--- config.mk ---
export PLATFORM = sky130hd
export DESIGN_NAME = ocrs_core
export DESIGN_NICKNAME = d
export VERILOG_FILES = /design/src/design/ocrs_pkg.sv /design/src/design/ocrs_core.sv
export SDC_FILE = /design/constraint.sdc
export NUM_CORES = 1
export LEC_CHECK = 0
export BUFFER_PORTS_ARGS = -buffer_cell sky130_fd_sc_hd__clkbuf_2
export CORE_MARGIN = 2
export CORE_UTILIZATION = 43
export CTS_BUF_LIST = sky130_fd_sc_hd__clkbuf_4 sky130_fd_sc_hd__clkbuf_8
export CTS_CLUSTER_SIZE = 16
export DETAILED_ROUTE_END_ITERATION = 10
export PLACE_DENSITY = 0.75
export RECOVER_POWER = 100
export SLEW_MARGIN = 10
export SYNTH_ARGS = -nofsm -noshare
export SYNTH_HDL_FRONTEND = slang
export SYNTH_SLANG_ARGS = --single-unit
export TNS_END_PERCENT = 50
--- constraint.sdc ---
create_clock -name clk_in -period 2 [get_ports clk_in]
set_input_delay 0.3 -clock clk_in [delete_from_list [all_inputs] [get_ports clk_in]]
set_output_delay 0.3 -clock clk_in [all_outputs]
set_load 0.05 [all_outputs]
--- src/design/ocrs_pkg.sv ---
// Constants and carrier types for the output clock resync block
package ocrs_pkg;
   // ----------------------------------------
   // Timing
   // ----------------------------------------
   localparam logic [2:0] OCRS_DLY_90      = 3'h4;
   localparam logic [2:0] OCRS_DLY_0       = 3'h5;
   // Release edge reaches the counter two flops late
   localparam logic [2:0] OCRS_SYNC_LAT    = 3'h2;
   localparam logic [2:0] OCRS_RESTART_DLY = 3'h2;
   localparam logic [1:0] OCRS_DIV_RST     = 2'h0;
   localparam logic [1:0] OCRS_DIV_HALF    = 2'h2;

   // ----------------------------------------
   // Types
   // ----------------------------------------
   typedef enum logic [3:0] {
      OCRS_IDLE    = 4'h1,
      OCRS_HOLD    = 4'h2,
      OCRS_COUNT   = 4'h4,
      OCRS_RESTART = 4'h8
   } ocrs_state_t;

   typedef struct packed {
      logic extended_control_mode;
      logic resync_enable;
      logic demux_mode;
      logic output_phase_select;
   } ocrs_cfg_t;

   typedef struct packed {
      logic i_channel_out_clock;
      logic q_channel_out_clock;
   } ocrs_clk_t;
endpackage

--- src/design/ocrs_core.sv ---
// Output clock divider with resync hold, release counting and realignment
module ocrs_core (
   input  wire logic             clk_in,
   input  wire logic             srst_in,
   input  wire logic             clk_en_in,
   input  wire ocrs_pkg::ocrs_cfg_t cfg_in,
   input  wire logic             output_clock_resync_in,
   output ocrs_pkg::ocrs_clk_t   out_clocks_out,
   output logic                  resync_busy_out,
   output logic                  resync_seen_out
);
   // ----------------------------------------
   // Synchroniser and release detect
   // ----------------------------------------
   logic sync1_reg;
   logic sync2_reg;
   logic sync3_reg;
   logic armed;
   logic release_pulse;

   assign armed = cfg_in.extended_control_mode & cfg_in.resync_enable;

   // Any arrival phase is fine: double flop before use
   always_ff @(posedge clk_in) begin
      if (srst_in) begin
         sync1_reg <= 1'b0;
         sync2_reg <= 1'b0;
         sync3_reg <= 1'b0;
      end else if (clk_en_in) begin
         sync1_reg <= output_clock_resync_in;
         sync2_reg <= sync1_reg;
         sync3_reg <= sync2_reg;
      end
   end

   assign release_pulse = sync3_reg & ~sync2_reg;

   // ----------------------------------------
   // Sequencer
   // ----------------------------------------
   ocrs_pkg::ocrs_state_t state_reg;
   ocrs_pkg::ocrs_state_t state_next;
   logic [2:0]            cnt_reg;
   logic [2:0]            cnt_next;
   logic [2:0]            load_val;

   // Sync latency already spent counts against the documented figure
   always_comb begin
      if (cfg_in.output_phase_select) begin
         load_val = ocrs_pkg::OCRS_DLY_90 - ocrs_pkg::OCRS_SYNC_LAT;
      end else begin
         load_val = ocrs_pkg::OCRS_DLY_0 - ocrs_pkg::OCRS_SYNC_LAT;
      end
   end

   always_comb begin
      state_next = state_reg;
      cnt_next   = cnt_reg;
      case (state_reg)
         ocrs_pkg::OCRS_IDLE: begin
            if (armed && sync2_reg) begin
               state_next = ocrs_pkg::OCRS_HOLD;
            end
         end
         ocrs_pkg::OCRS_HOLD: begin
            if (release_pulse) begin
               state_next = ocrs_pkg::OCRS_COUNT;
               cnt_next   = load_val;
            end
         end
         ocrs_pkg::OCRS_COUNT: begin
            if (sync2_reg) begin
               state_next = ocrs_pkg::OCRS_HOLD;
            end else if (cnt_reg == 3'h1) begin
               state_next = ocrs_pkg::OCRS_RESTART;
               cnt_next   = ocrs_pkg::OCRS_RESTART_DLY;
            end else begin
               cnt_next = cnt_reg - 3'h1;
            end
         end
         ocrs_pkg::OCRS_RESTART: begin
            if (sync2_reg) begin
               state_next = ocrs_pkg::OCRS_HOLD;
            end else if (cnt_reg == 3'h1) begin
               state_next = ocrs_pkg::OCRS_IDLE;
            end else begin
               cnt_next = cnt_reg - 3'h1;
            end
         end
         default: begin
            state_next = ocrs_pkg::OCRS_IDLE;
         end
      endcase
   end

   always_ff @(posedge clk_in) begin
      if (srst_in) begin
         state_reg <= ocrs_pkg::OCRS_IDLE;
         cnt_reg   <= 3'h0;
      end else if (clk_en_in) begin
         state_reg <= state_next;
         cnt_reg   <= cnt_next;
      end
   end

   // ----------------------------------------
   // Output clock: divide-by-four in demux mode, divide-by-two otherwise
   // ----------------------------------------
   logic [1:0] div_reg;
   logic       align;
   logic       hold_hi;
   logic       seen_reg;

   assign align   = (state_reg == ocrs_pkg::OCRS_COUNT) && (cnt_reg == 3'h1) && !sync2_reg;
   assign hold_hi = cfg_in.demux_mode && (state_reg != ocrs_pkg::OCRS_IDLE);

   // Phase counter realigns to a known state on the aligning edge
   always_ff @(posedge clk_in) begin
      if (srst_in) begin
         div_reg <= ocrs_pkg::OCRS_DIV_RST;
      end else if (clk_en_in) begin
         if (align) begin
            div_reg <= ocrs_pkg::OCRS_DIV_RST;
         end else begin
            div_reg <= div_reg + 2'h1;
         end
      end
   end

   // Non-demux mode keeps toggling through hold; only realignment or reset may repeat one level
   always_ff @(posedge clk_in) begin
      if (srst_in) begin
         out_clocks_out <= '0;
      end else if (clk_en_in) begin
         if (hold_hi) begin
            out_clocks_out.i_channel_out_clock <= 1'b1;
            out_clocks_out.q_channel_out_clock <= 1'b1;
         end else if (cfg_in.demux_mode) begin
            out_clocks_out.i_channel_out_clock <= div_reg < ocrs_pkg::OCRS_DIV_HALF;
            out_clocks_out.q_channel_out_clock <= div_reg < ocrs_pkg::OCRS_DIV_HALF;
         end else begin
            out_clocks_out.i_channel_out_clock <= div_reg[0];
            out_clocks_out.q_channel_out_clock <= div_reg[0];
         end
      end
   end

   // Flag is low until the first alignment after reset, then stays set
   always_ff @(posedge clk_in) begin
      if (srst_in) begin
         seen_reg <= 1'b0;
      end else if (clk_en_in && align) begin
         seen_reg <= 1'b1;
      end
   end

   assign resync_busy_out = state_reg != ocrs_pkg::OCRS_IDLE;
   assign resync_seen_out = seen_reg;

   // ----------------------------------------
   // Checks
   // ----------------------------------------
   a_iq_aligned: assert property (@(posedge clk_in) disable iff (srst_in)
      out_clocks_out.i_channel_out_clock == out_clocks_out.q_channel_out_clock)
      else $error("I and Q clocks differ");

   a_disabled_idle: assert property (@(posedge clk_in) disable iff (srst_in)
      !armed && state_reg == ocrs_pkg::OCRS_IDLE && clk_en_in
      |=> state_reg == ocrs_pkg::OCRS_IDLE)
      else $error("Resync ran while disabled");

   a_demux_hold: assert property (@(posedge clk_in) disable iff (srst_in)
      clk_en_in && cfg_in.demux_mode && state_reg == ocrs_pkg::OCRS_HOLD
      |=> out_clocks_out.i_channel_out_clock)
      else $error("Clock not held high");

   // Realign and reset restart the phase counter, so one level may repeat there
   a_nondemux_run: assert property (@(posedge clk_in) disable iff (srst_in)
      clk_en_in && !cfg_in.demux_mode && $past(clk_en_in) && $past(!cfg_in.demux_mode)
      && $past(!align) && $past(!srst_in)
      |=> out_clocks_out.i_channel_out_clock != $past(out_clocks_out.i_channel_out_clock))
      else $error("Non-demux clock stopped");

   a_align_90: assert property (@(posedge clk_in) disable iff (srst_in)
      release_pulse && state_reg == ocrs_pkg::OCRS_HOLD && cfg_in.output_phase_select
      && clk_en_in ##1 (clk_en_in && !sync2_reg) [*2] |-> align)
      else $error("90 degree alignment late");

   a_align_0: assert property (@(posedge clk_in) disable iff (srst_in)
      release_pulse && state_reg == ocrs_pkg::OCRS_HOLD && !cfg_in.output_phase_select
      && clk_en_in ##1 (clk_en_in && !sync2_reg) [*3] |-> align)
      else $error("0 degree alignment late");

   a_restart_seq: assert property (@(posedge clk_in) disable iff (srst_in)
      align && clk_en_in |=> state_reg == ocrs_pkg::OCRS_RESTART)
      else $error("Restart not entered");

   a_align_phase: assert property (@(posedge clk_in) disable iff (srst_in)
      align && clk_en_in |=> div_reg == ocrs_pkg::OCRS_DIV_RST)
      else $error("Divider not realigned");

   a_hold_entry: assert property (@(posedge clk_in) disable iff (srst_in)
      clk_en_in && armed && sync2_reg && state_reg == ocrs_pkg::OCRS_IDLE
      |=> state_reg == ocrs_pkg::OCRS_HOLD)
      else $error("Hold not entered");

   a_release_count: assert property (@(posedge clk_in) disable iff (srst_in)
      clk_en_in && release_pulse && state_reg == ocrs_pkg::OCRS_HOLD
      |=> state_reg == ocrs_pkg::OCRS_COUNT)
      else $error("Count not started");

   a_count_down: assert property (@(posedge clk_in) disable iff (srst_in)
      clk_en_in && state_reg == ocrs_pkg::OCRS_COUNT && !sync2_reg && cnt_reg != 3'h1
      |=> cnt_reg == $past(cnt_reg) - 3'h1)
      else $error("Counter did not step");

   a_restart_idle: assert property (@(posedge clk_in) disable iff (srst_in)
      clk_en_in && state_reg == ocrs_pkg::OCRS_RESTART && !sync2_reg && cnt_reg == 3'h1
      |=> state_reg == ocrs_pkg::OCRS_IDLE)
      else $error("Restart did not end");

   a_seen_set: assert property (@(posedge clk_in) disable iff (srst_in)
      align && clk_en_in |=> resync_seen_out)
      else $error("Alignment not flagged");
endmodule

## After elaboration in Yosys (flattened, before gate mapping)

Cells that the tools add are included.

| operators by class | value |
|---|---|
| equality and inequality tests | 13 |
| bitwise gates (word level) | 3 |
| mux-type cells | 17 |
| $add $sub $neg | 2 |
| reduce and logical (&&, ||, !) cells | 9 |
| $lt $le $gt $ge | 1 |

Operators by type and width:

| cell | count |
|---|---|
| $mux 4 | 6 |
| $pmux 4 s4 | 1 |
| $mux 3 | 5 |
| $ne 2x2->1 const B | 5 |
| $pmux 3 s3 | 1 |
| $mux 2 | 3 |
| $ne 3x3->1 const B | 2 |
| $reduce_and 6->1 | 1 |
| $logic_and 1x1->1 | 5 |
| $reduce_and 5->1 | 1 |
| $eq 4x1->1 const B | 1 |
| $eq 4x2->1 const B | 1 |
| $eq 4x3->1 const B | 1 |
| $eq 4x4->1 const B | 1 |
| $ne 4x1->1 const B | 1 |
| $eq 3x1->1 const B | 1 |
| $reduce_bool 3->1 | 1 |
| $sub 3x1->3 const B | 1 |
| $add 2x1->2 const B | 1 |
| $and 1x1->1 | 2 |
| $lt 2x2->1 const B | 1 |
| $logic_not 1->1 | 1 |
| $mux 1 | 1 |
| $not 1->1 | 1 |

| storage, ports and cells | value |
|---|---|
| input port bits | 8 |
| output and inout bits | 4 |
| logic and storage cells | 54 |
| register bits after elaboration | 15 |

## Logic depth before layout (Yosys ltp)

| logic depth | value |
|---|---|
| depth after elaboration | 4 |
| depth in mapped cells | 7 |

## Worst setup path after synthesis

OpenSTA, ideal clock, no wires.

| path | value |
|---|---|
| path type | register -> register |
| from | register state_reg[3] |
| to | register out_clocks_out[1] (netlist name) |
| data required time | 1868 ps |
| data arrival time | 1436 ps |
| slack | 432 ps |
| setup time | 132 ps |
| path buffers | 1 |
| stages on the path, launching flop included | 6 |
| path through | dfxtp_1 buf_2 nor2_1 nand3_1 o221ai_1 a21oi_1 |

| on the way | value |
|---|---|
| cells in the longest elaborated chain, start to end | 3 |

Ends and longest elaborated chain:

| element | line | RTL |
|---|---|---|
| from (decl) | ocrs_core.sv:41 | `ocrs_pkg::ocrs_state_t state_reg;` |
| from (signal assigned) | ocrs_core.sv:98 | `state_reg <= ocrs_pkg::OCRS_IDLE;` |
| from (signal assigned) | ocrs_core.sv:101 | `state_reg <= state_next;` |
| $ne 4x1->1 | -- |  |
| via resync_busy_out | ocrs_core.sv:9 | `output logic resync_busy_out,` |
| $logic_and 1x1->1 | ocrs_core.sv:115 | `assign hold_hi = cfg_in.demux_mode && (state_reg != ocrs_pkg::OCRS_IDLE);` |
| $mux 2 | ocrs_core.sv:135 | `if (hold_hi) begin` |
| to (decl) | ocrs_core.sv:8 | `output ocrs_pkg::ocrs_clk_t out_clocks_out,` |

The timed path passes the listed nets, and every way through them passes these cells.
A chain may end at the register's enable or synchronous reset.

## Worst setup path in the final report

| path | value |
|---|---|
| from | register state_reg[1] |
| to | register state_reg[1] |

| on the way | value |
|---|---|
| cells in the longest elaborated chain, start to end | 3 |
| elaborated cells between the ends (all ways) | 10 |

Ends and longest elaborated chain:

| element | line | RTL |
|---|---|---|
| $eq 4x4->1 (tied with other cells) | ocrs_core.sv:59 | `case (state_reg)` |
| $ne 3x3->1 (no source line) / $ne 2x2->1 (equally long branches) | -- |  |
| $reduce_and 5->1 (no source line) | -- |  |

Parallel ways exist; a longest one is shown, timed or not.

==> flow_metrics.tcl <==
set metrics [dict create \
    status "finished clean" \
    grt_pass1_wl_um 3120 \
    synth_common_cells "14 x dfxtp_1, 14 x nor2_1, 10 x a21oi_1" \
    hp-start "output_clock_resync_in" \
    min_to "sync1_reg$_SDFFE_PP0P_" \
    ys_seq_area_frac 0.328 \
    drc_errors 0 \
    cts_buffers 3 \
    whs_ps 263 \
    tritoncts "yes" \
    crit_buf_inv 0 \
    ant_nets 0 \
    rr_endpoint "state_reg[1]$_SDFFE_PP0P_" \
    rows 16 \
    grt_max_degree 17 \
    cts.sinks 14 \
    rrSetupSlack_ps 210 \
    synth-edff-count 0 \
    synth_flop_cell "dfxtp_1" \
    hp-class "primary input to flop" \
    final_util 0.483 \
    rsz0062_at_grt "no" \
    drtIter0Drc 16 \
    cts_htree_levels 1 \
    fin_skew_ps 1.72 \
    syn_inst 102 \
    fillerInstances 210 \
    synth-seq-cells 14 \
    max_cap_violations 0 \
    synth_cell_types 40 \
    place.gp.congestion 0.852 \
    placed_cell_area_um2 906 \
    powerDensity_nw_per_um2 712 \
    antenna_found_initial 0 \
    fin_nets 122 \
    ir_worst_vdd_uv 493 \
    synth.net_count 112 \
    design.die.area_um2 2360 \
    async_flop_share 0 \
    vias 755 \
    ios 12 \
    layout-drive-gt1-share 0.171 \
    clockRootBuffer "clkbuf_4" \
    diodes 0 \
    grt.total_usage 0.169 \
    max_stage_delay_ps 530 \
    place.port_buffers 11 \
    cp.required_ps 2170 \
    design_area_um2 928 \
    clk_pin_slew_worst_paths_ps 80 \
    worstRegToRegCells 5 \
    ys_warn_count 0 \
    min_path_cells 3 \
    regArea_um2 283 \
    max_freq_mhz 559 \
    criticalPathCategory "flop to flop" \
    die_w_um 48.5 \
    cp_top_family "flip-flops" \
    hold_viol_final 0 \
    tns_ps 0 \
    end_kind "flop" \
    wl_um 1760 \
    first_pass_iters 4 \
    worstSetupStartpointType "flop" \
    netlist_area_um2 853 \
    setup_viol 0 \
    core_area_um2 1920 \
    leakage_nw 0.338 \
    die_h_um 48.5 \
    multi_input_area_um2 499 \
    reg2reg_from "state_reg[1]$_SDFFE_PP0P_" \
    synth.area.top_cells "dfxtp_1 33%, nor2_1 6.2%, a21oi_1 5.9%, mux2i_1 5.9%, ha_1 2.9%" \
    synth.top_cell.area_share 0.328 \
    cts.path.max_buffers 2 \
    syn2layout_area_growth_pct 8.80 \
    tightest_slew_ps 631 \
    period_minus_slack_ps 1790 \
    crit_arrival_ps 1960 \
    overflow 0 \
    initial_core_util 0.444 \
    routedWlPerCell_um 12.7 \
    cp_cell_sequence "or3b_1 -> a211o_1 -> o311ai_2 -> mux2i_1 -> nor2_1" \
    slew_headroom 0.579 \
    worst-path-max-fanout 11 \
    avgSynthCellArea_um2 8.37 \
    largest_register_ffs 4 \
    routed_via_density 5.47 \
    fin_crit_sh 0.895 \
    dp_hpwl_um 1190 \
    grt_pass1_vias 729 \
    slowest_stage "dfxtp_1" \
    drv_slew 0 \
    worst_skew_pair.late_latency_ps 280 \
    synth_largest_area_cell "dfxtp_1" \
    post_cts_buffers 0 \
]
-- how the worst max path moves through the flow --
| stage | start | end | slack [ps] | depth (start not counted) |
|---|---|---|---|---|
| after floorplan | state_reg[3]$_SDFFE_PP0P_ | out_clocks_out[1]$_SDFFE_PP0P_ | 430 | 5 |
| after global placement | state_reg[3]$_SDFFE_PP0P_ | state_reg[1]$_SDFFE_PP0P_ | 260 | 5 |
| after detailed placement | state_reg[3]$_SDFFE_PP0P_ | state_reg[1]$_SDFFE_PP0P_ | 190 | 5 |
| after CTS | state_reg[3]$_SDFFE_PP0P_ | state_reg[1]$_SDFFE_PP0P_ | 130 | 5 |
| after global routing | state_reg[2]$_SDFFE_PP0P_ | div_reg[1]$_SDFFE_PP0P_ | 30 | 5 |
| final | state_reg[1]$_SDFFE_PP0P_ | state_reg[1]$_SDFFE_PP0P_ | 210 | 5 |
-- repair_timing --
item | CTS | global route
setup endpoints to repair | 0 | 2
hold buffers | 0 | 0
resized for setup | 0 | 2
endpoints found under the hold margin | 0 | 0
-- worst register-to-register path, delay by kind of cell (launching register included) --
family / cells / cell delay [ps]
flip-flops: 1 / 530
AND/OR/NAND/NOR: 2 / 450
AO/OA/AOI/OAI: 2 / 440
multiplexers: 1 / 250
-- final cells by class --
cell class,count,area share
Multi-Input combinational cell,76,0.538
Sequential cell,14,0.305
Timing Repair Buffer,12,0.0620
Clock buffer,4,0.0391
Tap cell,27,0.0364
Inverter,5,0.0202
-- cells by family after synthesis --
kind of cell / share of synthesized area
buffers and inverters: 0.0733
adder cells (fa/ha/maj): 0.0293
AO/OA/AOI/OAI: 0.214
flip-flops: 0.328
AND/OR/NAND/NOR: 0.296
multiplexers: 0.0587
-- layer usage --
layer  wire length, µm  GRT usage  up-vias
met1               793      0.198      343
met3                86     0.0278        5
met5                 0          0        -
li1                  -          -      380
met4                34     0.0714        0
met2               843      0.306       27
-- stage by stage --
stage	cells	worst slack (ps)	power, mW
CTS	138	133	0.670
floorplan	102	432	0.433
global route	138	25.4	0.703
finish	138	210	0.661
detailed placement	134	190	0.459
global placement	134	263	0.455
-- layout by cell type (no fill, tap or decap), drive strengths merged, types with 2 or more instances in the layout --
cell type | synthesis | routed
a21oi | 10 | 10
and3b | 2 | 2
clkbuf | 1 | 15
dfxtp | 14 | 14
ha | 2 | 2
inv | 5 | 5
mux2i | 5 | 5
nand2 | 6 | 6
nand2b | 3 | 3
nand3 | 2 | 2
nor2 | 14 | 14
nor2b | 4 | 4
nor3 | 3 | 3
o21ai | 4 | 4
o311ai | 2 | 2
or2 | 2 | 2
or3b | 2 | 2
-- power breakdown --
part	leakage [nW]	internal, mW	switching, mW
Combinational	0.203	0.0528	0.0839
Clock	0.0210	0.111	0.0955
Sequential	0.114	0.292	0.0260
Power figures use the tool's default switching activity.
